<file path="src/rcv_pkg.sv">
// Package with register map, field layout and constants of the calendar value registers.
package rcv_pkg;

   localparam logic [7:0]  ADDR_PAD_CONFIG     = 8'h00;
   localparam logic [7:0]  ADDR_YEAR_VALUE     = 8'h04;
   localparam logic [7:0]  ADDR_MONTH_DAY      = 8'h08;
   localparam logic [7:0]  ADDR_CALIB_CONFIG   = 8'h0C;

   localparam int          PAD_SEC_SEL_BIT     = 1;
   localparam int          PAD_TTL_SEL_BIT     = 0;
   localparam int          CAL_WREN_BIT        = 13;
   localparam int          CAL_OE_BIT          = 10;
   localparam int          CAL_EN_BIT          = 15;

   localparam logic [15:0] PAD_CONFIG_RESET    = 16'h0000;
   localparam logic [15:0] CALIB_CONFIG_RESET  = 16'h0000;
   localparam logic [15:0] PAD_CONFIG_MASK     = 16'h0003;
   localparam logic [15:0] YEAR_MASK           = 16'h00FF;
   localparam logic [15:0] MONTH_DAY_MASK      = 16'h1F3F;
   localparam logic [15:0] CALIB_CONFIG_MASK   = 16'hA400;

   localparam logic [7:0]  LAST_MONTH          = 8'h12;
   localparam logic [7:0]  LAST_YEAR           = 8'h99;

   // Cycles of pclk per half-second tick; shortened in simulation through the top parameter.
   localparam int          HALF_SEC_NS         = 500000000;
   localparam int          CLK_PERIOD_NS       = 100;
   localparam int          HALF_SEC_CYCLES     = HALF_SEC_NS / CLK_PERIOD_NS;

   typedef struct packed {
      logic       year_tens_digit_ok;
      logic [3:0] year_tens_digit;
      logic [3:0] year_ones_digit;
   } rcv_year_s;

   typedef struct packed {
      logic       month_tens_digit;
      logic [3:0] month_ones_digit;
      logic [1:0] day_tens_digit;
      logic [3:0] day_ones_digit;
   } rcv_month_day_value_s;

   typedef enum logic [1:0] {
      APB_IDLE   = 2'b00,
      APB_SETUP  = 2'b01,
      APB_ACCESS = 2'b11
   } rcv_apb_e;

endpackage

</file>
<file path="src/rcv_bcd_inc.sv">
`timescale 1ns/1ps
// BCD two-digit incrementer with a wrap point and a restart value.
module rcv_bcd_inc (
   input  wire logic [7:0] value,
   input  wire logic [7:0] last,
   input  wire logic [7:0] first,
   output logic      [7:0] result,
   output logic            wrap
);
   always_comb begin
      wrap   = (value == last);
      result = value;
      if (wrap) begin
         result = first;
      end else if (value[3:0] >= 4'h9) begin
         result = {value[7:4] + 4'h1, 4'h0};
      end else begin
         result = {value[7:4], value[3:0] + 4'h1};
      end
   end
endmodule

</file>
<file path="src/rcv_regs.sv">
`timescale 1ns/1ps
// APB register block holding the calendar year, month and day values and the clock output pad selection.

// Operation
// - The year tens digit is a BCD value 0 to 9 held in year bits 7 to 4.
// - The year ones digit is a BCD value 0 to 9 held in year bits 3 to 0.
// - A year write takes effect only while the clock write enable is 1.
// - The month tens digit is a single bit at month/day bit 12.
// - The month ones digit is a BCD value 0 to 9 in month/day bits 11 to 8.
// - The day tens digit is a BCD value 0 to 3 in month/day bits 5 and 4.
// - The day ones digit is a BCD value 0 to 9 in month/day bits 3 to 0.
// - A month/day write takes effect only while the clock write enable is 1.
// - Unimplemented bits of year, month/day and pad configuration read as zero.
// - Pad configuration bit 1 set routes the seconds tick to the clock output pin.
// - The clock output pin drives only while the output enable bit 10 is set.
// - The clock output pin carries either the alarm signal or the seconds tick.
module rcv_regs #(
   parameter int HALF_SEC_CYCLES = rcv_pkg::HALF_SEC_CYCLES
) (
   input  wire logic        pclk,
   input  wire logic        presetn,
   input  wire logic        psel,
   input  wire logic        penable,
   input  wire logic        pwrite,
   input  wire logic [7:0]  paddr,
   input  wire logic [31:0] pwdata,
   input  wire logic        alarm_event,
   output logic      [31:0] prdata,
   output logic             pready,
   output logic             pslverr,
   output logic             clock_out,
   output logic             clock_out_en_n,
   output logic             parport_input_buffer_select
);

   logic [15:0] pad_config_r;
   logic [15:0] calib_config_r;
   logic [7:0]  year_r;
   logic [7:0]  month_r;
   logic [7:0]  day_r;
   logic [31:0] half_cnt_r;
   logic        half_tick_r;
   logic        sec_phase_r;
   logic        alarm_s1_r;
   logic        alarm_s2_r;
   logic        alarm_lvl_r;
   logic        clock_write_enable;
   logic        access;
   logic        wr_year;
   logic        wr_month_day_value;
   logic        day_tick;
   logic [7:0]  day_last;
   logic [7:0]  day_nxt;
   logic [7:0]  month_nxt;
   logic [7:0]  year_nxt;
   logic        day_wrap;
   logic        month_wrap;
   logic        year_wrap;
   logic [15:0] rd_nxt;

   function automatic logic [7:0] days_in_month(input logic [7:0] month, input logic [7:0] year);
      logic leap;
      leap = (year[4] == 1'b0 && (year[3:0] == 4'h0 || year[3:0] == 4'h4 || year[3:0] == 4'h8)) ||
             (year[4] == 1'b1 && (year[3:0] == 4'h2 || year[3:0] == 4'h6));
      case (month)
         8'h02: days_in_month = leap ? 8'h29 : 8'h28;
         8'h04, 8'h06, 8'h09, 8'h11: days_in_month = 8'h30;
         default: days_in_month = 8'h31;
      endcase
   endfunction

   assign clock_write_enable = calib_config_r[rcv_pkg::CAL_WREN_BIT];
   assign access   = psel && penable;
   assign wr_year  = access && pwrite && paddr == rcv_pkg::ADDR_YEAR_VALUE && clock_write_enable;
   assign wr_month_day_value = access && pwrite && paddr == rcv_pkg::ADDR_MONTH_DAY && clock_write_enable;

   // The write enable bit is set only by an explicit write and held until cleared by software or by reset.
   always_ff @(posedge pclk or negedge presetn) begin
      if (!presetn) begin
         calib_config_r <= rcv_pkg::CALIB_CONFIG_RESET;
      end else if (access && pwrite && paddr == rcv_pkg::ADDR_CALIB_CONFIG) begin
         calib_config_r <= pwdata[15:0] & rcv_pkg::CALIB_CONFIG_MASK;
      end
   end

   always_ff @(posedge pclk or negedge presetn) begin
      if (!presetn) begin
         pad_config_r <= rcv_pkg::PAD_CONFIG_RESET;
      end else if (access && pwrite && paddr == rcv_pkg::ADDR_PAD_CONFIG) begin
         pad_config_r <= pwdata[15:0] & rcv_pkg::PAD_CONFIG_MASK;
      end
   end

   // Half-second prescaler; the timekeeping runs only while the enable bit is set.
   always_ff @(posedge pclk or negedge presetn) begin
      if (!presetn) begin
         half_cnt_r  <= 32'h00000000;
         half_tick_r <= 1'b0;
         sec_phase_r <= 1'b0;
      end else if (!calib_config_r[rcv_pkg::CAL_EN_BIT]) begin
         half_cnt_r  <= 32'h00000000;
         half_tick_r <= 1'b0;
      end else if (half_cnt_r == 32'(HALF_SEC_CYCLES - 1)) begin
         half_cnt_r  <= 32'h00000000;
         half_tick_r <= 1'b1;
         sec_phase_r <= ~sec_phase_r;
      end else begin
         half_cnt_r  <= half_cnt_r + 32'h00000001;
         half_tick_r <= 1'b0;
      end
   end

   // A day advance is left to the time-of-day core; here it is approximated by one full second wrap.
   assign day_tick = half_tick_r && sec_phase_r;
   assign day_last = days_in_month(month_r, year_r);

   rcv_bcd_inc u_day (
      .value  (day_r),
      .last   (day_last),
      .first  (8'h01),
      .result (day_nxt),
      .wrap   (day_wrap)
   );

   rcv_bcd_inc u_month (
      .value  (month_r),
      .last   (rcv_pkg::LAST_MONTH),
      .first  (8'h01),
      .result (month_nxt),
      .wrap   (month_wrap)
   );

   rcv_bcd_inc u_year (
      .value  (year_r),
      .last   (rcv_pkg::LAST_YEAR),
      .first  (8'h00),
      .result (year_nxt),
      .wrap   (year_wrap)
   );

   // Value registers have no reset so that a warm reset keeps the calendar.
   always_ff @(posedge pclk) begin
      if (wr_year) begin
         year_r <= pwdata[7:0];
      end else if (day_tick && day_wrap && month_wrap) begin
         year_r <= year_nxt;
      end
   end

   always_ff @(posedge pclk) begin
      if (wr_month_day_value) begin
         month_r <= {3'b000, pwdata[12:8]};
         day_r   <= {2'b00, pwdata[5:0]};
      end else if (day_tick) begin
         day_r <= day_nxt;
         if (day_wrap) begin
            month_r <= month_nxt;
         end
      end
   end

   always_comb begin
      case (paddr)
         rcv_pkg::ADDR_PAD_CONFIG:   rd_nxt = pad_config_r & rcv_pkg::PAD_CONFIG_MASK;
         rcv_pkg::ADDR_YEAR_VALUE:   rd_nxt = {8'h00, year_r} & rcv_pkg::YEAR_MASK;
         rcv_pkg::ADDR_MONTH_DAY:    rd_nxt = {3'b000, month_r[4:0], 2'b00, day_r[5:0]};
         rcv_pkg::ADDR_CALIB_CONFIG: rd_nxt = calib_config_r;
         default:                    rd_nxt = 16'h0000;
      endcase
   end

   // Zero-wait slave: pready rises in the access cycle, registered from the setup cycle.
   always_ff @(posedge pclk or negedge presetn) begin
      if (!presetn) begin
         pready  <= 1'b0;
         pslverr <= 1'b0;
         prdata  <= 32'h00000000;
      end else begin
         pready  <= psel && !penable;
         pslverr <= psel && !penable && paddr > rcv_pkg::ADDR_CALIB_CONFIG;
         if (psel && !penable && !pwrite) begin
            prdata <= {16'h0000, rd_nxt};
         end
      end
   end

   // The alarm arrives from another block's clock and is synchronised before use.
   always_ff @(posedge pclk or negedge presetn) begin
      if (!presetn) begin
         alarm_s1_r  <= 1'b0;
         alarm_s2_r  <= 1'b0;
         alarm_lvl_r <= 1'b0;
      end else begin
         alarm_s1_r  <= alarm_event;
         alarm_s2_r  <= alarm_s1_r;
         alarm_lvl_r <= alarm_s2_r;
      end
   end

   always_ff @(posedge pclk or negedge presetn) begin
      if (!presetn) begin
         clock_out                   <= 1'b0;
         clock_out_en_n              <= 1'b1;
         parport_input_buffer_select <= 1'b0;
      end else begin
         clock_out <= pad_config_r[rcv_pkg::PAD_SEC_SEL_BIT] ? sec_phase_r : alarm_lvl_r;
         clock_out_en_n <= ~calib_config_r[rcv_pkg::CAL_OE_BIT];
         parport_input_buffer_select <= pad_config_r[rcv_pkg::PAD_TTL_SEL_BIT];
      end
   end

endmodule

</file>
<file path="config.mk">
export PLATFORM = sky130hd
export DESIGN_NAME = rcv_regs
export DESIGN_NICKNAME = d
export VERILOG_FILES = /design/src/rcv_pkg.sv /design/src/rcv_bcd_inc.sv /design/src/rcv_regs.sv
export SDC_FILE = /design/constraint.sdc
export NUM_CORES = 1
export LEC_CHECK = 0
export BUFFER_PORTS_ARGS = -buffer_cell sky130_fd_sc_hd__buf_2
export CAP_MARGIN = 40
export CORE_MARGIN = 2
export CORE_UTILIZATION = 52
export CTS_CLUSTER_DIAMETER = 80
export DETAILED_ROUTE_END_ITERATION = 7
export PLACE_DENSITY = 0.79
export SLEW_MARGIN = 5
export SYNTH_ARGS = -nofsm -noshare
export SYNTH_HDL_FRONTEND = slang
export SYNTH_SLANG_ARGS = --single-unit
</file>
<file path="constraint.sdc">
create_clock -name pclk -period 3.98 [get_ports pclk]
set_clock_uncertainty 0.2 [all_clocks]
set_input_delay 0.199 -clock pclk [delete_from_list [all_inputs] [get_ports pclk]]
set_output_delay 0.199 -clock pclk [all_outputs]
set_load 0.02 [all_outputs]
</file>
# Yosys cells after proc, flatten, opt, wreduce, memory -nomap -nowiden
# Index checks and enable logic that the tools add are counted.
[totals] ff_bits=87 inputBits=46 output_inout_bits=37
[classes] n_addsub=7 n_lt_le_gt_ge=4 n_eq_ne=16 n_mux=21 bitwise=3 n_reduce_logical=40
[ops] cell="$mux 32" count=2
[ops] cell="$mux 8" count=8
[ops] cell="$pmux 16 s4" count=1
[ops] cell="$add 32x1->32 const B" count=1
[ops] cell="$eq 32x23->1 const B" count=1
[ops] cell="$add 4x1->4 const B" count=6
[ops] cell="$eq 8x3->1 const B" count=3
[ops] cell="$eq 8x4->1 const B" count=3
[ops] cell="$eq 8x5->1 const B" count=2
[ops] cell="$logic_and 1x1->1" count=16
[ops] cell="$mux 5" count=3
[ops] cell="$ge 4x4->1 const B" count=3
[ops] cell="$mux 6" count=2
[ops] cell="$pmux 5 s2" count=1
[ops] cell="$reduce_and 2->1" count=5
[ops] cell="$reduce_bool 2->1" count=5
[ops] cell="$reduce_bool 3->1" count=3
[ops] cell="$eq 4x3->1 const B" count=2
[ops] cell="$eq 8x2->1 const B" count=1
[ops] cell="$eq 8x6->1" count=1
[ops] cell="$eq 8x8->1 const B" count=1
[ops] cell="$gt 8x4->1 const B" count=1
[ops] cell="$logic_not 8->1" count=1
[ops] cell="$reduce_and 3->1" count=2
[ops] cell="8 further kinds" count=17

# Longest topological paths before layout
# Gate-level depths: netlist (run 1).
[depth] ltp_word=12 mapped_depth=9

# Modules after synthesis
# From an unflattened synthesis (run 1), not the netlist that was laid out.
[unflattened] hier_cells=525 area_unflattened_um2=5525.3
[by_module_without_submodules] mod="rcv_regs" instances=1 cells_per_inst=399 area_per_inst_um2=4309.1
[by_module_without_submodules] mod="rcv_bcd_inc" instances=3 cells_per_inst=42 area_per_inst_um2=405.4

# Worst setup path after synthesis (run 1)
# OpenSTA, ideal clock, no wires.
[synth_timing] path_kind="reg2reg" startpoint="register month_r[0]" endpoint="register year_r[4], enable pin" setup_time_ns=0.373 arrival_ns=2.040 path_slack_ns=1.367 path_stages_with_launch=10 period_less_slack_ns=2.613 path_cell_list="edfxtp_1 inv_1 ha_1 o21ai_0 o21a_1 o211a_2 nor2_1 xnor2_1 nand3_1 o31ai_1"
[synth_via] elab_chain_cells=8 word_cells_on_any_way=13
[synth_lines] item="start: declaration" line="rcv_regs.sv:39" rtl="logic [7:0] month_r;"
[synth_lines] item="start signal: assignment" line="rcv_regs.sv:152" rtl="month_r <= {3'b000, pwdata[12:8]};"
[synth_lines] item="start signal: assignment" line="rcv_regs.sv:157" rtl="month_r <= month_nxt;"
[synth_lines] item="$eq 8x3->1 (tied with other cells)" line="rcv_regs.sv:65" rtl="case (month)"
[synth_lines] item="$reduce_or 4->1" line="rcv_regs.sv:65"
[synth_lines] item="$pmux 5 s2" line="rcv_regs.sv:65"
[synth_lines] item="$eq 8x6->1" line="rcv_bcd_inc.sv:11" rtl="wrap = (value == last);"
[synth_lines] item="$logic_and 1x1->1" line="rcv_regs.sv:145" rtl="end else if (day_tick && day_wrap && month_wrap) begin"
[synth_lines] item="$logic_and 1x1->1 (*)" line="rcv_regs.sv:145"
[synth_lines] item="$reduce_bool 2->1 (no line) (*)"
[synth_lines] item="$reduce_and 2->1 (no line) (*)"
[synth_lines] item="end signal: assignment" line="rcv_regs.sv:144" rtl="year_r <= pwdata[7:0];"
[synth_lines] item="end signal: assignment" line="rcv_regs.sv:146" rtl="year_r <= year_nxt;"
[synth_lines] item="end: declaration" line="rcv_regs.sv:38" rtl="logic [7:0] year_r;"
# Mark *: on every way between the ends. The rest lies on a longest branch, timed or not.
# A chain may end at the register's enable or synchronous reset.

# Worst setup path after layout (run 1)
[layout_timing] startpoint="input paddr[6]" endpoint="register day_r[4], enable pin"
[layout_via] elab_chain_cells=5 word_cells_on_any_way=6
[layout_lines] item="start: declaration" line="rcv_regs.sv:25" rtl="input wire logic [7:0] paddr,"
[layout_lines] item="$eq 8x4->1 (*)" line="rcv_regs.sv:75" rtl="assign wr_month_day_value = access && pwrite && paddr == rcv_pkg::ADDR_MONTH_DAY && clock_write_enable;"
[layout_lines] item="$logic_and 1x1->1 (*) (2 in series)" line="rcv_regs.sv:75"
[layout_lines] item="$reduce_bool 3->1 (no line) or $reduce_bool 2->1 (tied branches)"
[layout_lines] item="$reduce_and 2->1 (no line) (*)"
[layout_lines] item="end signal: assignment" line="rcv_regs.sv:153" rtl="day_r <= {2'b00, pwdata[5:0]};"
[layout_lines] item="end signal: assignment" line="rcv_regs.sv:155" rtl="day_r <= day_nxt;"
[layout_lines] item="end: declaration" line="rcv_regs.sv:40" rtl="logic [7:0] day_r;"
# Marked as above.

==> qor.yml, run 1 <==
outcome:
  outcome: "finished clean"
clocking:
  cts-root-buf: "clkbuf_8"
  post_cts_buffers: 0
  cts_buffers: 9
  tritoncts: "built"
  clk_pin_slew_ps: 90
  clock_latency_ps: 340
  htreeDepth: 3
  cts_sinks: 86
  clockBufferDepth: 2
worst_hold_path:
  hold_path.class: "in2reg"
critical_path:
  crit-reg2reg-launch: "month_r[0]"
  arrival_ps: 2990
  crit_fanout: 23
  r2r-end: "year_r[5]"
  crit_end: "day_r[4]"
  path_class: "in2reg"
  required_ps: 3840
  cp-end-kind: "flop"
  cp-start-kind: "input pin"
  reg2reg_slack_ps: 890
  reg2regPathDepth: 9
  critPathLaunch: "paddr[6]"
sta:
  hold_slack_ps: 22.5
  finalHoldViolCount: 0
  rsz0062_at_grt: "false"
  finalCritPeriodShare: 0.785
  period_needed_ps: 3120
  setup_tns_ps: 0
  max_freq_mhz: 320
  drv_slew: 0
  slew_headroom: 0.352
  worst_pin_slew_ps: 963
  setup_viol_count_final: 0
drt:
  firstDrtPassIters: 5
  wl_um: 10200
  drt.antenna.violating_nets: 0
  drt_iter0_markers: 290
  via_per_inst: 5.64
  wl_per_cell_um: 15.3
  drc: 0
  vias: 3753
yosys:
  post-synth-top-count-cell: "nand2_1"
  synth_top_flop_cell: "dfrtp_1"
  synth_cells: 488
  synthTopCellsByCount: "78 x nand2_1, 61 x dfrtp_1, 48 x nor2_1"
  synth_seq_area_share: 0.478
  netlist-cell-type-count: 56
  yosysTopAreaCellShare: 0.328
  synth_seq_cells: 86
  synthTopCellsByArea: "dfrtp_1 33%, edfxtp_1 12%, nand2_1 6.3%"
  ys_warn_count: 0
  synthArstFlopShare: 0.721
  synth_area_per_cell_sq_um: 9.54
  synth_edf_count: 19
  netlist_area_sq_mm: 0.00465
  yosys.area.top_type: "dfrtp_1"
floorplanning:
  design.core.area_sq_mm: 0.00868
  die_h_um: 98.6
  num_rows: 34
  die_area_sq_mm: 0.00972
  ios: 83
  initial_core_util: 0.536
  dieWidth_um: 98.6
power_and_ir_drop:
  clockPowerShare: 0.381
  comb_power_share: 0.053
  swShare: 0.224
  p_leak_nw: 2.31
  power_density_mw_per_mm2: 300
  peakVddDrop_v: 0.000189
  intPower_mw: 1.24
  seqPwrFrac: 0.566
  p_sw_mw: 0.358
global_route:
  grt_pass1_wl_um: 16800
  grt_overflow: 0
  antenna_found_initial: 0
  grt_use_total: 0.212
  grt_max_degree: 33
  first_global_vias: 3664
placed_design:
  portBuffers: 48
  dp_hpwl_um: 7220
  place.gp.congestion: 0.867
  dpl_cell_area_sq_mm: 0.00490
  dp_cells: 628
final_layout:
  design_area_sq_mm: 0.00532
  final_cells: 665
  num-fill-cells: 729
  layout.nets: 618
  drive_above_1_share: 0.140
  diodes: 0
  syn2layout_area_growth_pct: 14.3
flow_run:
  max-cap-violations: 0
## metrics by stage
step / utilization / worst slack, ps / total power, mW
CTS: 0.611 / 926 / 1.61
global route: 0.613 / 679 / 1.66
finish: 0.613 / 857 / 1.60
floorplan: - / 1370 / 0.968
detailed placement: 0.565 / 958 / 0.990
global placement: 0.565 / 1030 / 0.989
## how the worst min path moves through the flow
stage | from | to | slack (ps) | cells past startpoint
after floorplan | presetn | alarm_lvl_r | -300 | 0
after global placement | presetn | pslverr | 60 | 1
after detailed placement | presetn | pready | 60 | 1
after CTS | paddr[3] | prdata[10] | 10 | 3
after global routing | paddr[3] | prdata[10] | 10 | 3
final | paddr[3] | prdata[10] | 20 | 3
## sequential cells by signal (all words and copies together), names as in the netlist
register and cells:
month_r 8, half_cnt_r 32, day_r 8, sec_phase_r 1, parport_input_buffer_select 1, clock_out 1
year_r 8, pslverr 1, prdata 15, clock_out_en_n 1, alarm_s2_r 1, alarm_s1_r 1
half_tick_r 1, pready 1, calib_config_r 3, alarm_lvl_r 1, pad_config_r 2
## cell type report
cell class / count / area, sq um / share of cell area
inverters: 19 / 71.3 / 0.0134
flip-flops and latches: 86 / 2220 / 0.418
clock buffers: 10 / 138 / 0.0259
well taps: 108 / 135 / 0.0254
repair buffers: 71 / 470 / 0.0885
clock inverters: 6 / 60.1 / 0.0113
multi-input cells: 365 / 2220 / 0.417
## critical path, cell delays in order
cell and delay, ps:
dlygate4sd3_1 540, buf_2 120, nor4_1 400, nand2_1 350
nor2_1 340, and3_1 790, a31o_1 230
## logic make-up after synthesis
family / count (synthesis) / synth area share
muxes: 8 / 0.0186
and+or+nand+nor: 211 / 0.217
DFF: 86 / 0.478
xor gates and xnor gates: 36 / 0.0678
other: 1 / 0.000806
AOI/OAI and AO/OA: 73 / 0.106
adders and majority gates: 20 / 0.0538
buffers and inverters: 53 / 0.0581
## routing by layer
metal | part of all wire | track usage | up-vias
met5 | 0 | 0 | -
met4 | 0.019 | 0.0822 | 0
li1 | - | - | 1782
met2 | 0.47 | 0.352 | 151
met1 | 0.44 | 0.279 | 1796
met3 | 0.071 | 0.0362 | 24
## power by group through the flow
stage                     registers, mW  clock network, mW  logic, mW
after floorplan                   0.924                  0     0.0436
after global placement            0.921                  0     0.0676
after detailed placement          0.921                  0     0.0688
after CTS                         0.903              0.619     0.0838
after global routing              0.904              0.658     0.0933
final                             0.903              0.607     0.0853
## cell usage in the layout (no fill, tap or decap), types with 11 or more instances in the layout
cell / Yosys / layout
nand2_1: 78 / 78
edfxtp_1: 19 / 19
dlygate4sd3_1: 0 / 20
nor2_1: 48 / 48
xor2_1: 25 / 25
a21oi_1: 11 / 11
ha_1: 20 / 20
conb_1: 1 / 17
xnor2_1: 11 / 11
nand3_1: 24 / 24
inv_1: 16 / 16
buf_2: 3 / 48
o31ai_1: 22 / 22
dfrtp_1: 61 / 61
## timing repair
item / 4_1_cts / 5_1_grt
resized for setup: 0 / 0
hold buffers: 20 / 0
endpoints found under the hold margin: 53 / 0
Power figures use the tool's default switching activity.
==> run 2, diff against run 1 <==
clock period = 2.9 ns   (was 3.98 ns; I/O delays follow)
==> run 2 against run 1 <==
Clock power up 40%. Clock-buffer cell count down 1. Worst setup slack worse by 700 ps. Final cell count up 1.7%. Die area unchanged. Largest power group unchanged.
==> qor.yml, run 2 (synthesis results as in run 1) <==
critical_path:
  crit_fanout: 4  # was 23
  critPathLaunch: "month_r[0]"  # was paddr[6]
  cp-start-kind: "flop"  # was input pin
  cp-end-kind: "flop"  # unchanged
  cp_slowest_cell: "edfxtp_1"  # was and3_1
  r2r-end: "year_r[4]"  # was year_r[5]
  cp_cell_sequence: "inv_1 > ha_1 > nor4b_4 > nand2_1 > o211a_2 > nor2_1 > xnor2_1 > nand3_2 > o31ai_2 > buf_4"  # was dlygate4sd3_1 > buf_2 > nor4_1 > nand2_1 > nor2_1 > and3_1 > a31o_1
  arrival_ps: 2610  # was 2990 ps
  reg2regPathDepth: 10  # was 9
  reg2reg_slack_ps: 160  # was 890 ps
  path_class: "reg2reg"  # was in2reg
  required_ps: 2770  # was 3840 ps
  crit_end: "year_r[4]"  # was day_r[4]
  slowest_delay_ps: 430  # was 790 ps
  crit-reg2reg-launch: "month_r[0]"  # unchanged
global_route:
  first_global_vias: 3592  # was 3,664
  grt_overflow: 0  # unchanged
  antenna_found_initial: 0  # unchanged
  grt_use_total: 0.216  # was 0.212
  grt_max_degree: 33  # unchanged
  grt_pass1_wl_um: 16900  # was 16,800 um
outcome:
  outcome: "finished clean"  # unchanged
clocking:
  cts_sinks: 86  # unchanged
  clk_pin_slew_ps: 100  # was 90 ps
  cts-root-buf: "clkbuf_8"  # unchanged
  htreeDepth: 3  # unchanged
  clockBufferDepth: 2  # unchanged
  clock_latency_ps: 350  # was 340 ps
  cts_buffers: 9  # unchanged
  tritoncts: "built"  # unchanged
drt:
  wl_um: 10200  # about the same
  firstDrtPassIters: 4  # was 5
  drt-met1-wl_um: 4750  # was 4450 um
  met2_length_um: 4650  # was 4830 um
  wl_per_cell_um: 15.1  # was 15.3 um
  drt_iter0_markers: 310  # was 290
  drt.antenna.violating_nets: 0  # unchanged
  vias: 3733  # was 3,753
  drc: 0  # unchanged
  routed.top_layer: "met4"  # unchanged
  via_per_inst: 5.52  # was 5.64
  wl_met3_um: 522  # was 727 um
final_layout:
  drive_above_1_share: 0.160  # was 0.140
  num-fill-cells: 726  # was 729
  largest_register: "half_cnt_r"  # unchanged
  syn2layout_area_growth_pct: 16.2  # was 14.3%
  final_cell_mix: "78 x nand2_1, 61 x dfrtp_1, 48 x nor2_1, 48 x buf_2, 25 x xor2_1"  # unchanged
  diodes: 0  # unchanged
  largest_register_ff_count: 32  # unchanged
  layout.nets: 629  # was 618
  largest_registers: "half_cnt_r x32, prdata x15"  # unchanged
  final_common_cell: "nand2_1"  # unchanged
worst_hold_path:
  hold_path.class: "in2reg"  # unchanged
floorplanning:
  ios: 83  # unchanged
  num_rows: 34  # unchanged
  die_area_sq_mm: 0.00972  # unchanged
  dieWidth_um: 98.6  # unchanged
  design.core.area_sq_mm: 0.00868  # unchanged
  die_h_um: 98.6  # unchanged
  initial_core_util: 0.536  # unchanged
power_and_ir_drop:
  p_sw_mw: 0.522  # was 0.358 mW
  power_density_mw_per_mm2: 408  # was 300 mW/mm^2
  swShare: 0.237  # was 0.224
  clockPowerShare: 0.384  # was 0.381
  p_leak_nw: 2.36  # was 2.31 nW
  seqPwrFrac: 0.562  # was 0.566
  intPower_mw: 1.68  # was 1.24 mW
  power.total_mw: 2.20  # was 1.60 mW
  peakVddDrop_v: 0.000243  # was 0.000189 V
  comb_power_share: 0.054  # was 0.053
placed_design:
  place.gp.congestion: 0.929  # was 0.867
  portBuffers: 48  # unchanged
  pre_cts_ws_ps: 123  # was 958 ps
  dp_hpwl_um: 7300  # was 7220 um
sta:
  max_freq_mhz: 364
  period_needed_ps: 2740
  setup_ws_ps: 156  # was 857 ps
  setup_viol_count_final: 0  # unchanged
  drv_slew: 0  # unchanged
  hold_slack_ps: 15.8  # was 22.5 ps
  slew_headroom: 0.574  # was 0.352
  finalCritPeriodShare: 0.946
  worst_pin_slew_ps: 637  # was 963 ps
  finalHoldViolCount: 0  # unchanged
flow_run:
  max-cap-violations: 0  # unchanged
## run 2: cell count changes in the layout (fill, tap and decap cells not counted), sizes merged
cell | before | now
clkinv | 5 | 2
clkbuf | 10 | 9
buf | 51 | 61
clkinvlp | 0 | 1
dlygate4sd3 | 20 | 21
inv | 19 | 22
## run 2: layout make-up
class	count	area, sq um	area share
sequential	86	2220	0.411
multi-input combinational	365	2230	0.413
clock inverter	7	70.1	0.0130
clock buffer	9	124	0.0229
inverter	19	71.3	0.0132
timing repair buffer	82	548	0.101
tap	108	135	0.0250
## run 2: routing by layer
metal | GRT usage | vias up
met4 | 0.100 | 0
met3 | 0.0262 | 22
met1 | 0.310 | 1779
met2 | 0.330 | 130
li1 | - | 1802
met5 | 0 | -
## run 2: per-stage QoR
stage | cell area, sq um | util | TNS, ps | cells
floorplan | 4710 | - | 0 | 504
detailed placement | 4970 | 0.573 | 0 | 637
global route | 5410 | 0.623 | -8.45 | 676
CTS | 5380 | 0.620 | 0 | 674
global placement | 4970 | 0.573 | 0 | 637
finish | 5410 | 0.623 | 0 | 676
## run 2: how the worst min path moves through the flow
| stage | end | cells after the start | slack, ps | startpoint |
|---|---|---|---|---|
| after CTS | pslverr | 3 | 1 | psel |
| after global routing | pslverr | 3 | 10 | psel |
| after global placement | half_cnt_r[27] | 1 | -70 | presetn |
| final | pslverr | 3 | 20 | psel |
| after floorplan | alarm_lvl_r | 0 | -350 | presetn |
| after detailed placement | half_cnt_r[27] | 1 | -50 | presetn |
## run 2: worst max-delay path, delay by kind of cell (launching register included)
| kind | cells | cell delay (ps) |
|---|---|---|
| simple gates | 4 | 760 |
| flops | 1 | 430 |
| compound gates | 2 | 390 |
| buf+inv | 2 | 320 |
| xor+xnor | 1 | 190 |
| fa+ha+maj | 1 | 180 |
## run 2: power groups by stage
| stage | registers, mW | clock network [mW] | logic, mW |
|---|---|---|---|
| 2_1_floorplan | 1.27 | 0 | 0.0599 |
| 3_3_place_gp | 1.26 | 0 | 0.0948 |
| 3_5_place_dp | 1.26 | 0 | 0.0966 |
| 4_1_cts | 1.24 | 0.860 | 0.118 |
| 5_1_grt | 1.24 | 0.915 | 0.130 |
| 6_report | 1.24 | 0.847 | 0.118 |
## run 2: timing repair
action                                  CTS  global route
buffers inserted                          0             2
resized for setup                         0             3
endpoints found under the setup margin    0            12
hold endpoints to repair                 47             0
hold buffers                             21             0
